[src/verilog/mda_pkg.sv]
// Purpose: shared constants for the deferral, enable and upper-address block
// Assumes: 25 MHz aclk, 32-bit AXI4-Lite register bus
// Notes: register offsets are word indices, byte address is index times four
package mda_pkg;
  // timing
  localparam int CLK_NS = 40;
  localparam int BIT_NS_10 = 100;
  localparam int BIT_NS_100 = 10;
  localparam int DEFER_LIMIT_BT = 24288;
  localparam int DEFER_CYC_10 = (DEFER_LIMIT_BT * BIT_NS_10) / CLK_NS;
  localparam int DEFER_CYC_100 = (DEFER_LIMIT_BT * BIT_NS_100) / CLK_NS;
  localparam int CNT_W = 17;
  // register map (word indices)
  localparam int IDX_W = 6;
  localparam logic [IDX_W-1:0] CTRL_IDX = 6'h01;
  localparam logic [IDX_W-1:0] STATION_ADDRESS_UPPER_IDX = 6'h02;
  localparam logic [IDX_W-1:0] STAT_IDX = 6'h07;
  // control fields
  localparam int RX_ON_BIT = 2;
  localparam int TX_ON_BIT = 3;
  localparam int DEFERRAL_LIMIT_CHECK_BIT = 5;
  localparam logic [31:0] CTRL_RST = 32'h0000_0000;
  // upper address
  localparam logic [15:0] STATION_ADDRESS_UPPER_RST = 16'hffff;
  localparam logic [7:0] EE_STATION_ADDRESS_UPPER_LO = 8'h05;
  localparam logic [7:0] EE_STATION_ADDRESS_UPPER_HI = 8'h06;
  // status fields
  localparam int ST_INIT_BIT = 0;
  localparam int ST_LOADED_BIT = 1;
  localparam int ST_DEFER_BIT = 2;
  localparam int ST_SEND_BIT = 3;
  localparam int ST_ABCNT_LSB = 8;
  // responses
  localparam logic [1:0] RESP_OKAY = 2'h0;
  localparam logic [1:0] RESP_SLVERR = 2'h2;
  typedef enum logic [3:0] {
    MDA_IDLE = 4'h1,
    MDA_DEFER = 4'h2,
    MDA_SEND = 4'h4,
    MDA_BACK = 4'h8
  } mda_tx_state_t;
endpackage

[src/verilog/mda_defer_if.sv]
// Purpose: carrier between transmit control and the deferral timer
// Assumes: single aclk domain
// Notes: limit is in aclk cycles
`timescale 1ns/1ns
interface mda_defer_if;
  import mda_pkg::*;
  logic run;
  logic clear;
  logic check_on;
  logic [CNT_W-1:0] limit;
  logic expired;
  modport ctl (output run, output clear, output check_on, output limit, input expired);
  modport tmr (input run, input clear, input check_on, input limit, output expired);
endinterface

[src/verilog/mda_defer_timer.sv]
// Purpose: deferral timer with optional limit check
// Assumes: limit already converted from bit times to aclk cycles
// Notes: count saturates so a long deferral never wraps
`timescale 1ns/1ns
module mda_defer_timer (
  // clock and reset
  input wire logic aclk,
  input wire logic aresetn,
  // control side
  mda_defer_if.tmr dif
);
  import mda_pkg::*;

  logic [CNT_W-1:0] count_reg;
  logic expired_reg;

  always_ff @(posedge aclk) begin
    if (!aresetn) begin
      count_reg <= '0;
    end else if (dif.clear) begin
      count_reg <= '0;
    end else if (dif.run && count_reg != '1) begin
      count_reg <= count_reg + 1'b1;
    end
  end

  always_ff @(posedge aclk) begin
    if (!aresetn) begin
      expired_reg <= 1'b0;
    end else begin
      expired_reg <= dif.check_on && !dif.clear && (count_reg > dif.limit);
    end
  end

  assign dif.expired = expired_reg;
endmodule

[src/verilog/mda_top.sv]
// Purpose: deferral-limit abort, tx/rx enables and upper station address
// Assumes: frame engine, PHY status and EEPROM loader are synchronous to aclk
// Notes: registers reached over AXI4-Lite, one word per index
//
// The AXI4-Lite register port was decided locally.
`timescale 1ns/1ns
module mda_top #(
  parameter int AW = 8,
  parameter int DEFER_CYC_10 = mda_pkg::DEFER_CYC_10,
  parameter int DEFER_CYC_100 = mda_pkg::DEFER_CYC_100
) (
  // clock and reset
  input wire logic aclk,
  input wire logic aresetn,
  // axi4-lite write
  input wire logic [AW-1:0] awaddr,
  input wire logic awvalid,
  output logic awready,
  input wire logic [31:0] wdata,
  input wire logic [3:0] wstrb,
  input wire logic wvalid,
  output logic wready,
  output logic [1:0] bresp,
  output logic bvalid,
  input wire logic bready,
  // axi4-lite read
  input wire logic [AW-1:0] araddr,
  input wire logic arvalid,
  output logic arready,
  output logic [31:0] rdata,
  output logic [1:0] rresp,
  output logic rvalid,
  input wire logic rready,
  // phy status
  input wire logic crs,
  input wire logic collision,
  input wire logic phy_speed_100,
  // transmit frame engine
  input wire logic tx_frame_ready,
  input wire logic tx_done,
  input wire logic backoff_done,
  output logic tx_go,
  output logic tx_abort,
  output logic tx_active,
  // receive path
  input wire logic rx_frame_in,
  output logic rx_accept,
  // eeprom loader
  input wire logic ee_valid,
  input wire logic [7:0] ee_addr,
  input wire logic [7:0] ee_data,
  input wire logic ee_init_done,
  // station address out
  output logic [15:0] station_address_upper
);
  import mda_pkg::*;
  mda_defer_if dif ();
  mda_defer_timer u_timer (
    .aclk(aclk),
    .aresetn(aresetn),
    .dif(dif)
  );
  // control and address state
  logic tx_on_reg;
  logic rx_on_reg;
  logic deferral_limit_check_reg;
  logic [15:0] station_address_upper_reg;
  logic loaded_reg;
  logic init_reg;
  logic [7:0] abcnt_reg;
  mda_tx_state_t state_reg;
  logic tx_go_reg;
  logic tx_abort_reg;
  logic tx_active_reg;
  logic rx_accept_reg;
  // bus state
  logic awready_reg;
  logic wready_reg;
  logic aw_full_reg;
  logic w_full_reg;
  logic [IDX_W-1:0] wr_idx_reg;
  logic [31:0] wdata_reg;
  logic [3:0] wstrb_reg;
  logic bvalid_reg;
  logic [1:0] bresp_reg;
  logic arready_reg;
  logic rvalid_reg;
  logic [31:0] rdata_reg;
  logic [1:0] rresp_reg;
  logic aw_take;
  logic w_take;
  logic do_wr;
  logic ar_take;
  logic [IDX_W-1:0] rd_idx;
  logic wr_mapped;
  logic [31:0] rd_word;
  logic rd_mapped;
  assign aw_take = awvalid && awready_reg;
  assign w_take = wvalid && wready_reg;
  assign do_wr = aw_full_reg && w_full_reg && !bvalid_reg;
  assign ar_take = arvalid && arready_reg;
  assign rd_idx = araddr[AW-1:2];
  assign wr_mapped = (wr_idx_reg == CTRL_IDX) || (wr_idx_reg == STATION_ADDRESS_UPPER_IDX) ||
                     (wr_idx_reg == STAT_IDX);
  // write address channel
  always_ff @(posedge aclk) begin
    if (!aresetn) begin
      awready_reg <= 1'b0;
      aw_full_reg <= 1'b0;
      wr_idx_reg <= '0;
    end else if (aw_take) begin
      awready_reg <= 1'b0;
      aw_full_reg <= 1'b1;
      wr_idx_reg <= awaddr[AW-1:2];
    end else begin
      if (do_wr) begin
        aw_full_reg <= 1'b0;
      end
      awready_reg <= !aw_full_reg && !bvalid_reg;
    end
  end
  // write data channel
  always_ff @(posedge aclk) begin
    if (!aresetn) begin
      wready_reg <= 1'b0;
      w_full_reg <= 1'b0;
      wdata_reg <= '0;
      wstrb_reg <= '0;
    end else if (w_take) begin
      wready_reg <= 1'b0;
      w_full_reg <= 1'b1;
      wdata_reg <= wdata;
      wstrb_reg <= wstrb;
    end else begin
      if (do_wr) begin
        w_full_reg <= 1'b0;
      end
      wready_reg <= !w_full_reg && !bvalid_reg;
    end
  end
  // write response
  always_ff @(posedge aclk) begin
    if (!aresetn) begin
      bvalid_reg <= 1'b0;
      bresp_reg <= RESP_OKAY;
    end else if (do_wr) begin
      bvalid_reg <= 1'b1;
      bresp_reg <= wr_mapped ? RESP_OKAY : RESP_SLVERR;
    end else if (bready) begin
      bvalid_reg <= 1'b0;
    end
  end
  // control register
  always_ff @(posedge aclk) begin
    if (!aresetn) begin
      tx_on_reg <= CTRL_RST[TX_ON_BIT];
      rx_on_reg <= CTRL_RST[RX_ON_BIT];
      deferral_limit_check_reg <= CTRL_RST[DEFERRAL_LIMIT_CHECK_BIT];
    end else if (do_wr && wr_idx_reg == CTRL_IDX && wstrb_reg[0]) begin
      tx_on_reg <= wdata_reg[TX_ON_BIT];
      rx_on_reg <= wdata_reg[RX_ON_BIT];
      deferral_limit_check_reg <= wdata_reg[DEFERRAL_LIMIT_CHECK_BIT];
    end
  end
  // initialization done is caught after reset release
  always_ff @(posedge aclk) begin
    if (!aresetn) begin
      init_reg <= 1'b0;
    end else if (ee_init_done) begin
      init_reg <= 1'b1;
    end
  end
  // upper station address: eeprom load first, host only after init
  always_ff @(posedge aclk) begin
    if (!aresetn) begin
      station_address_upper_reg <= STATION_ADDRESS_UPPER_RST;
      loaded_reg <= 1'b0;
    end else if (!init_reg) begin
      if (ee_valid && ee_addr == EE_STATION_ADDRESS_UPPER_LO) begin
        station_address_upper_reg[7:0] <= ee_data;
        loaded_reg <= 1'b1;
      end else if (ee_valid && ee_addr == EE_STATION_ADDRESS_UPPER_HI) begin
        station_address_upper_reg[15:8] <= ee_data;
        loaded_reg <= 1'b1;
      end
    end else if (do_wr && wr_idx_reg == STATION_ADDRESS_UPPER_IDX) begin
      // host access held off until init_reg, guarding the load
      if (wstrb_reg[0]) begin
        station_address_upper_reg[7:0] <= wdata_reg[7:0];
      end
      if (wstrb_reg[1]) begin
        station_address_upper_reg[15:8] <= wdata_reg[15:8];
      end
    end
  end
  // read decode
  always_comb begin
    rd_word = '0;
    rd_mapped = 1'b1;
    unique case (rd_idx)
      CTRL_IDX: begin
        rd_word[TX_ON_BIT] = tx_on_reg;
        rd_word[RX_ON_BIT] = rx_on_reg;
        rd_word[DEFERRAL_LIMIT_CHECK_BIT] = deferral_limit_check_reg;
      end
      STATION_ADDRESS_UPPER_IDX: begin
        rd_word[15:0] = station_address_upper_reg;
      end
      STAT_IDX: begin
        rd_word[ST_INIT_BIT] = init_reg;
        rd_word[ST_LOADED_BIT] = loaded_reg;
        rd_word[ST_DEFER_BIT] = (state_reg == MDA_DEFER);
        rd_word[ST_SEND_BIT] = (state_reg == MDA_SEND);
        rd_word[ST_ABCNT_LSB +: 8] = abcnt_reg;
      end
      default: begin
        rd_mapped = 1'b0;
      end
    endcase
  end
  // read channel
  always_ff @(posedge aclk) begin
    if (!aresetn) begin
      arready_reg <= 1'b0;
      rvalid_reg <= 1'b0;
      rdata_reg <= '0;
      rresp_reg <= RESP_OKAY;
    end else if (ar_take) begin
      arready_reg <= 1'b0;
      rvalid_reg <= 1'b1;
      rdata_reg <= rd_word;
      rresp_reg <= rd_mapped ? RESP_OKAY : RESP_SLVERR;
    end else if (rvalid_reg && rready) begin
      rvalid_reg <= 1'b0;
      arready_reg <= 1'b1;
    end else if (!rvalid_reg) begin
      arready_reg <= 1'b1;
    end
  end
  // deferral timer control
  assign dif.run = (state_reg == MDA_DEFER) && crs;
  assign dif.clear = (state_reg != MDA_DEFER);
  assign dif.check_on = deferral_limit_check_reg;
  assign dif.limit = phy_speed_100 ? CNT_W'(DEFER_CYC_100) : CNT_W'(DEFER_CYC_10);
  // transmit sequencing
  always_ff @(posedge aclk) begin
    if (!aresetn) begin
      state_reg <= MDA_IDLE;
      tx_go_reg <= 1'b0;
      tx_abort_reg <= 1'b0;
      tx_active_reg <= 1'b0;
    end else begin
      tx_go_reg <= 1'b0;
      tx_abort_reg <= 1'b0;
      unique case (state_reg)
        MDA_IDLE: begin
          if (tx_on_reg && tx_frame_ready) begin
            if (crs) begin
              state_reg <= MDA_DEFER;
            end else begin
              state_reg <= MDA_SEND;
              tx_go_reg <= 1'b1;
              tx_active_reg <= 1'b1;
            end
          end
        end
        MDA_DEFER: begin
          if (!tx_on_reg) begin
            state_reg <= MDA_IDLE;
          end else if (dif.expired) begin
            state_reg <= MDA_IDLE;
            tx_abort_reg <= 1'b1;
          end else if (!crs) begin
            state_reg <= MDA_SEND;
            tx_go_reg <= 1'b1;
            tx_active_reg <= 1'b1;
          end
        end
        MDA_SEND: begin
          if (collision) begin
            state_reg <= MDA_BACK;
            tx_active_reg <= 1'b0;
          end else if (tx_done) begin
            state_reg <= MDA_IDLE;
            tx_active_reg <= 1'b0;
          end
        end
        MDA_BACK: begin
          if (backoff_done) begin
            state_reg <= MDA_DEFER;
          end
        end
        default: begin
          state_reg <= MDA_IDLE;
          tx_active_reg <= 1'b0;
        end
      endcase
    end
  end
  // abort counter for status
  always_ff @(posedge aclk) begin
    if (!aresetn) begin
      abcnt_reg <= '0;
    end else if (tx_abort_reg && abcnt_reg != 8'hff) begin
      abcnt_reg <= abcnt_reg + 8'h01;
    end
  end
  // receive gate
  always_ff @(posedge aclk) begin
    if (!aresetn) begin
      rx_accept_reg <= 1'b0;
    end else begin
      rx_accept_reg <= rx_on_reg && rx_frame_in;
    end
  end
  assign awready = awready_reg;
  assign wready = wready_reg;
  assign bvalid = bvalid_reg;
  assign bresp = bresp_reg;
  assign arready = arready_reg;
  assign rvalid = rvalid_reg;
  assign rdata = rdata_reg;
  assign rresp = rresp_reg;
  assign tx_go = tx_go_reg;
  assign tx_abort = tx_abort_reg;
  assign tx_active = tx_active_reg;
  assign rx_accept = rx_accept_reg;
  assign station_address_upper = station_address_upper_reg;
endmodule

[config.mk]
export PLATFORM = sky130hd
export DESIGN_NAME = mda_top
export DESIGN_NICKNAME = d
export VERILOG_FILES = /design/src/verilog/mda_pkg.sv /design/src/verilog/mda_defer_if.sv /design/src/verilog/mda_defer_timer.sv /design/src/verilog/mda_top.sv
export SDC_FILE = /design/constraint.sdc
export NUM_CORES = 1
export LEC_CHECK = 0
export ABC_CLOCK_PERIOD_IN_PS = 2200
export BUFFER_PORTS_ARGS = -buffer_cell sky130_fd_sc_hd__buf_2
export CAP_MARGIN = 20
export CORE_UTILIZATION = 35
export DETAILED_ROUTE_END_ITERATION = 6
export REMOVE_ABC_BUFFERS = 1
export SYNTH_ARGS = -nofsm -noshare
export SYNTH_HDL_FRONTEND = slang
export SYNTH_SLANG_ARGS = --single-unit
[constraint.sdc]
create_clock -name aclk -period 2.2 [get_ports aclk]
set_clock_uncertainty 0.05 [all_clocks]
set_input_delay 0 -clock aclk [delete_from_list [all_inputs] [get_ports aclk]]
set_output_delay 0 -clock aclk [all_outputs]
set_load 0.05 [all_outputs]
# Word-level counts from Yosys, hierarchy flattened
# Cells that the tools add are included.
# totals
word_cells	154
inputBits	84
output_inout_bits	61
regBits	106
# op_classes
n_bitwise	3
add_sub_neg	2
reduce_logical	44
mux	50
order_cmp	1
n_eq_ne	26
# ops
operator	count
2-to-1 mux 16 bit	3
2-to-1 mux 8 bit	5
2-to-1 mux 4 bit	7
2-to-1 mux 1 bit	24
logical AND 1 bit	20
adder 17 x 1 -> 17 bit, second input constant	1
greater-than comparator 17 x 16 -> 1 bit	1
!= test 17 bit, second input constant	1
== test 8 x 3 -> 1 bit, second input constant	2
case mux 4 bit (4 select lines)	1
case mux 8 bit (2 select lines)	1
nonzero test 2 bit	7
== test 6 x 1 -> 1 bit, second input constant	2
== test 6 x 2 -> 1 bit, second input constant	2
== test 6 x 3 -> 1 bit, second input constant	2
!= test 2 bit, second input constant	5
adder 8 x 1 -> 8 bit, second input constant	1
!= test 2 x 1 -> 1 bit, second input constant	4
!= test 8 bit, second input constant	1
AND reduction 4 bit	2
OR reduction 2 bit	4
2-to-1 mux 2 bit	3
case mux 2 bit (3 select lines)	1
AND reduction 3 bit	2
other kinds (17)	24

# Longest topological paths before layout
# Gate-level depths: netlist (run 1).
# logic_depth
word_depth	5
ltp_mapped	9
ltp_nobuf	8

# Modules after synthesis
# Synthesis (run 1) repeated with hierarchy kept, for this count alone.
# unflattened
hier_cells	612
hier_area_um2	5235.0
# by_module_without_submodules
mod	n_inst	area_per_inst_um2	cells_each	seq_area_each_um2
mda_top	1	4005.1	469	1721.7
mda_defer_timer	1	1229.9	143	360.3

# Least setup slack after synthesis (run 1)
# Ideal clock, no wire load.
# synth_timing
path_kind	reg-to-reg
start	reg state_reg[2]
end	reg u_timer.count_reg[11]
stages_incl_launch_ff	8
period_less_slack_ps	2232
setup_slack_ps	-32
n_path_buf	3
setup_time_ps	74
t_arrival_ps	2108
required_time_ps	2076
path_cell_list	dfxtp_1 -> buf_6 -> or4b_4 -> buf_6 -> or3_1 -> buf_2 -> or4_1 -> a21oi_1
# synth_between
elab_chain_cells	3
word_cells_on_any_way	5
cone_classes	eq/ne (2); reduce/logical (3)
# synth_rtl
item	line	text
start: declaration	mda_top.sv:71	mda_tx_state_t state_reg;
start signal: assignment	mda_top.sv:248	state_reg <= MDA_IDLE;
start signal: assignment	mda_top.sv:259	state_reg <= MDA_DEFER;
start signal: assignment	mda_top.sv:261	state_reg <= MDA_SEND;
== test 4 x 2 -> 1 bit	mda_top.sv:241	assign dif.run = (state_reg == MDA_DEFER) && crs;
logical AND 1 bit	mda_top.sv:241	
logical AND 1 bit	mda_defer_timer.sv:22	end else if (dif.run && count_reg != '1) begin
end signal: assignment	mda_defer_timer.sv:23	count_reg <= count_reg + 1'b1;
end: declaration	mda_defer_timer.sv:14	logic [CNT_W-1:0] count_reg;
# Parallel ways exist; a longest one is shown, timed or not.
# A chain may end at the register's enable or synchronous reset.

# Worst setup path in the final report (run 1)
# layout_timing
start	reg u_timer.count_reg[0]
end	reg u_timer.count_reg[8]
# layout_between
elab_chain_cells	2
word_cells_on_any_way	3
cone_classes	add/sub (1); eq/ne (1); reduce/logical (1)
# layout_rtl
item
parallel branches: the longest is 2 deep, another holds adder 17 x 1 -> 17 bit
# Several ways; the timed one is not identified.

==> results of run 1 <==
## synth_stat cells, types with 4 or more instances
library cell,count
nand4_1,6
xor2_1,4
nor3b_1,6
nand2_1,66
o31ai_1,4
or3_1,9
or4_1,8
dfxtp_1,104
and3_1,6
buf_4,18
nor4b_1,8
nor3_1,20
a21oi_1,59
and4_1,4
mux2i_1,6
a2bb2oi_1,8
nand3_1,29
nor2b_1,12
a211oi_1,4
nor2_1,38
clkbuf_1,27
o21ai_0,38
xnor2_1,5
a221oi_1,21
ha_1,12
inv_1,11
## cell type report
class                      count  area (µm²)
inverter                      12        45.0
clock buffer                  11         253
tap                          176         220
sequential                   104        2080
fill                        1299        6970
clock inverter                 5        45.0
timing repair buffer         179        1190
multi-input combinational    431        2590
## worst paths after layout
kind / end / cells past startpoint
worst min-delay path: station_address_upper[9] / 4
worst max register to register: u_timer.count_reg[8] / 8
worst min register to register: rdata[4] / 2
worst max-delay path: u_timer.count_reg[8] / 8
## power by group through the flow
stage | clock, mW | combinational, mW | sequential [mW]
floorplan | 0 | 0.238 | 2.12
global placement | 0 | 0.520 | 2.02
detailed placement | 0 | 0.528 | 2.02
CTS | 1.65 | 0.585 | 1.98
global route | 1.72 | 0.641 | 1.99
finish | 1.61 | 0.590 | 1.98
## kinds of logic after synthesis
kind of cell / count (synthesis) / share of synthesized area, %
adders and majority gates: 12 / 3.09
muxes: 6 / 1.24
DFF: 104 / 42.9
other: 1 / 0.0773
buffers and inverters: 61 / 6.44
xor gates and xnor gates: 9 / 1.62
AOI/OAI and AO/OA: 151 / 19.1
and+or+nand+nor: 235 / 25.5
## what timing repair did
item,in CTS,in global routing
endpoints found under the setup margin,9,6
hold buffers,41,0
pin swaps,4,9
gates resized for setup,5,13
endpoints found under the hold margin,34,0
## metal layers
| metal | vias up | GRT usage [%] | wire length (µm) |
|---|---|---|---|
| met5 | - | 0 | 0 |
| met4 | 0 | 6.95 | 284 |
| met3 | 22 | 5.28 | 686 |
| met2 | 135 | 32.5 | 6520 |
| met1 | 2242 | 24.9 | 6170 |
| li1 | 2390 | - | - |
## worst register-to-register path, stage by stage, from the launching register on
cell,delay (ns)
dfxtp_2,0.34
ha_4,0.16
nand4_1,0.11
nor3_2,0.06
ha_2,0.17
nand2b_4,0.15
or4_4,0.53
or3_4,0.41
a21oi_2,0.11
## per-stage QoR
stage / hold WS [ns] / TNS, ns
after floorplan: 0.0262 / -0.0549
after global placement: 0.156 / -0.0646
after detailed placement: 0.162 / -0.548
after CTS: 0.0421 / 0
after global routing: 0.0624 / -0.0317
final: 0.0563 / 0
==> reports/metrics.cfg, run 1 <==
[power]
power_mw=4.18
swShare_pct=28.2
ir_drop_uv=431
combPwrFrac_pct=14.1
power.static_leakage_nw=2.52
intPower_mw=3.00
clkPwrFrac_pct=38.5
netSwitchingPower_mw=1.18
seq_power_share_pct=47.4
powerDensity_nw_per_um2=650

[sta]
setup_viol=0
period_share_pct=97.8
max_freq_ghz=0.465
min_period_ns=2.15
rsz0062_at_grt=true
hold_viol_final=0
final_max_slew_viol_count=0
relSlewSlack_pct=55.3
worst_slew_pin_slew_ns=0.668
layout_setup_ws_ns=0.0489

[worst_setup_path]
worst_setup_path_end_kind=register
crit_path_start_kind=register
r2r_start=u_timer.count_reg[0]
worst_ep_required_time_ns=2.43
path_cells=ha_4, nand4_1, nor3_2, ha_2, nand2b_4, or4_4, or3_4, a21oi_2
max_stage_delay_ns=0.53
reg2reg_slack_ns=0.05
path_max_fanout=8
cp_num_buf_inv=0
crit_path_start=u_timer.count_reg[0]
critPathKind=register to register
cp.arrival_ns=2.38
critPathSlowestCell=or4_4
cpLargestDelayFamily=simple AND/OR/NAND/NOR gates

[synth]
synth_cells=579
async_flop_share_pct=0
synth_area_um2=4850
yosysUniqueCellTypes=53
ys_dominant_reg_cell=dfxtp_1
ys_seq_area_share_pct=42.9
synth_edf_count=0
ys_warn_count=0
synth.avg_cell_area_um2=8.38
synth_top_area_share_pct=42.9
synth_largest_area_cell=dfxtp_1
synth_area_leaders=dfxtp_1 43%, a21oi_1 6.1%, nand2_1 5.1%
synth-seq-cells=104

[flow_run]
cap_violations=0

[detailed_routing]
drt_iter0_markers=258
wl_mm=13.7
wl_per_cell_um=14.9
final_antenna_net_count=0
first_pass_iters=5
viasPerCell=5.22
routed-via-count=4789
drc_errors=0

[global_route]
antenna_found_initial=0
grt_remaining_overflow=0
grt.total_usage_pct=19.8
grt_pass1_wl_mm=22.7
grt_max_degree=34
grt_pass1_vias=4618

[placement]
postPlaceCellArea_um2=5650
dp.cells=861
dp_hpwl_mm=9.78
port_buffers=104
dp_slack_ns=-0.0944
place_congestion=0.880

[floorplanning]
core_um2=13400
die_h_um=120
ios=145
num_rows=42
die_w_um=120
die_area_um2=14300
start_util_pct=36.2

[clocking]
path_clk_slew_ns=0.07
clock_latency_ns=0.35
cts.sinks=104
tritoncts.num_buffers=9
cts_htree_levels=3
cts_setup_buffers=0
cts_root_buf=clkbuf_16
clock_path_buffers=2
cts_tree=done

[finish]
final_util_pct=48.0
largest_reg_flops=17
final_cell_area_um2=6430
antenna_cells=0
stdcell_count=918
mostFrequentLayoutCells=104 x buf_2, 102 x dfxtp_1, 66 x nand2_1
layout-drive-gt1-share_pct=23.9
final_nets=833
synthToLayoutAreaGrowth_pct=32.5
final_common_cell=buf_2

[worst_hold_path]
hp-class=input port to register
min_from=ee_data[1]

[outcome]
status=finished, final reports clean

Power figures use the tool's default switching activity.
==> run 2, diff against run 1 <==
- ABC_AREA: not set -> 1
==> reports/metrics.cfg, run 2 <==
[clocking]
clock_latency_ns=0.35  ; about the same
cts_root_buf=clkbuf_16
path_clk_slew_ns=0.08  ; about the same
cts_resized=0  ; -5
tritoncts.num_buffers=9  ; unchanged
cts.sinks=104  ; unchanged
cts_htree_levels=3  ; unchanged
cts_tree=done
clock_path_buffers=2  ; unchanged

[power]
power.static_leakage_nw=2.98  ; +18%
seq_power_share_pct=45.5  ; -1.9 points
ir_drop_uv=362  ; -16%
netSwitchingPower_mw=1.38  ; +17%
power_mw=4.47  ; +6.9%
swShare_pct=30.8  ; +2.6 points
combPwrFrac_pct=18.3  ; +4.2 points
intPower_mw=3.09  ; +3.0%
powerDensity_nw_per_um2=676  ; +4.0%
clkPwrFrac_pct=36.1  ; -2.4 points

[finish]
antenna_cells=0  ; unchanged
mostFrequentLayoutCells=147 x nand2_1, 104 x dfxtp_1, 104 x buf_2
final_common_cell=nand2_1
final_nets=984  ; +18%
layout-drive-gt1-share_pct=18.9  ; -4.9 points
stdcell_count=1077  ; +17%
largest_reg_flops=17  ; unchanged
synthToLayoutAreaGrowth_pct=26.6

[global_route]
grt_pass1_vias=4709  ; +2.0%
grt_max_degree=63  ; +85%
antenna_found_initial=0  ; unchanged
grt_busiest_layer=met2
grt_remaining_overflow=0  ; unchanged
use_met3_pct=3.39  ; -1.9 points
grt_pass1_wl_mm=23.0  ; +1.2%
grt.total_usage_pct=19.4  ; -0.37 points
grt_use_met2_pct=30.1  ; -2.4 points
use_met1_pct=26.5  ; +1.6 points

[floorplanning]
die_w_um=124  ; +3.6%
start_util_pct=35.9  ; -0.33 points
num_rows=44  ; +4.8%
die_h_um=124  ; +3.6%
die_area_um2=15400  ; +7.4%
core_um2=14500  ; +8.5%
ios=145  ; unchanged

[sta]
max_freq_ghz=0.480  ; +3.3%
min_period_ns=2.08  ; -0.0686 ns
rsz0062_at_grt=false
period_share_pct=94.7  ; -3.1 points
hold_viol_final=0  ; unchanged
final_max_slew_viol_count=0  ; unchanged
relSlewSlack_pct=61.5  ; +6.2 points
worst_slew_pin_slew_ns=0.575  ; -0.0929 ns
setup_tns_ns=0  ; unchanged
setup_viol=0  ; unchanged

[synth]
synth_area_um2=5220  ; +7.5%
async_flop_share_pct=0  ; unchanged
synth.avg_cell_area_um2=7.03  ; -16%
synth_commonest_cells=147 x nand2_1, 104 x dfxtp_1, 94 x nor2_1, 80 x inv_1, 59 x nand3_1
synth_area_leaders=dfxtp_1 40%, nand2_1 11%, nor2_1 6.8%
synth_top_area_share_pct=39.9  ; -3.0 points
ys_seq_area_share_pct=39.9  ; -3.0 points
ys_dominant_reg_cell=dfxtp_1
synth-seq-cells=104  ; unchanged
yosysMostFrequentCell=nand2_1
synth_edf_count=0  ; unchanged
yosysUniqueCellTypes=42  ; -21%
synth_largest_area_cell=dfxtp_1
ys_warn_count=0  ; unchanged
synth_cells=742  ; +28%

[detailed_routing]
drc_errors=0  ; unchanged
viasPerCell=4.76  ; -8.8%
drt_iter0_markers=359  ; +39%
wl_mm=14.1  ; +3.1%
final_antenna_net_count=0  ; unchanged
wl_per_cell_um=13.1  ; -12%
routed-via-count=5124  ; +7.0%
first_pass_iters=5  ; unchanged

[worst_setup_path]
path_max_fanout=7  ; -1
r2r_start=u_timer.count_reg[0]
r2r-end=u_timer.count_reg[9]
cp.arrival_ns=2.32  ; -0.06 ns
crit_path_start=araddr[6]
worst_ep_required_time_ns=2.44  ; about the same
critPathKind=input port to register
crit_path_start_kind=input port
reg2reg_slack_ns=0.23  ; +0.18 ns
r2r_cells=11  ; +3
worst_setup_path_end_kind=register
crit_end=rdata[0]

[placement]
port_buffers=104  ; unchanged
dp.cells=1017  ; +18%
dp_hpwl_mm=10.4  ; +6.0%
place_congestion=0.857  ; -2.6%

[worst_hold_path]
hp-class=input port to register

[outcome]
status=finished, final reports clean

[flow_run]
cap_violations=0  ; unchanged

run 2: changes by cell type in the layout (fill, tap and decap cells not counted), moves of 21 or more:
cell and delta:
a221oi_1 -21, nor2_1 +56, buf_4 -23, nand2_1 +81
nand3_1 +31, inv_1 +69
run 2: cell families (layout without fill, tap and decap cells):
family          count (synthesis)  in the layout  share of synthesized area, %
other cells                     1             18                        0.0719
compound gates                137            137                          13.7
xor+xnor                        2              2                         0.336
buf+inv                       129            263                          11.1
fa+ha+maj                      12             12                          2.88
simple gates                  357            357                          32.0
flops                         104            104                          39.9
run 2: stage by stage:
step | hold WS [ns] | instance area [µm²] | util [%] | setup slack, ns
6_report | 0.00390 | 6610 | 45.4 | 0.117
4_1_cts | 0.0160 | 6610 | 45.4 | 0.143
5_1_grt | 0.0315 | 6610 | 45.4 | 0.0323
3_3_place_gp | 0.161 | 5870 | 40.4 | 0.271
2_1_floorplan | 0.0346 | 5030 | - | 0.350
3_5_place_dp | 0.177 | 5870 | 40.4 | 0.227
run 2: how the worst min path moves through the flow:
stage | slack [ns] | cells after the start | startpoint | end
6_report | 0.004 | 3 | aresetn | rx_accept
5_1_grt | 0.03 | 3 | aresetn | init_reg
4_1_cts | 0.02 | 3 | aresetn | rx_accept
3_5_place_dp | 0.18 | 3 | rx_frame_in | rx_accept
3_3_place_gp | 0.16 | 3 | ee_init_done | init_reg
2_1_floorplan | 0.03 | 1 | aresetn | station_address_upper[0]
run 2: final cells by class:
cell class | instances | area (µm²)
multi-input cells | 526 | 2620
clock inverters | 5 | 46.3
flip-flops and latches | 104 | 2080
repair buffers | 159 | 1040
inverters | 88 | 332
fillers | 1519 | 7930
clock buffers | 11 | 253
well taps | 184 | 230
run 2: timing repair:
action                                  4_1_cts  5_1_grt
setup buffers                                 0        0
endpoints found under the hold margin        42        0
hold buffers                                 44        0
endpoints found under the setup margin        0        0
run 2: routing by layer:
metal | vias to the layer above | share of wire (%)
li1 | 2674 | -
met1 | 2293 | 48
met2 | 140 | 45
met3 | 17 | 5.0
met4 | 0 | 2.0
met5 | - | 0
run 2: power by group through the flow:
stage,Combinational [mW],Clock [mW],Sequential [mW]
after global routing,0.914,1.73,2.05
after global placement,0.762,0,2.08
after detailed placement,0.764,0,2.08
after CTS,0.823,1.65,2.04
final,0.819,1.61,2.03
after floorplan,0.424,0,2.19
run 2: worst max-delay path, cell delays in order:
cell and delay, ns:
dlygate4sd3_1 0.53, buf_2 0.13, nor2_4 0.18, dlygate4sd3_1 0.65, nand4_1 0.10, dlygate4sd3_1 0.57, a31oi_1 0.15
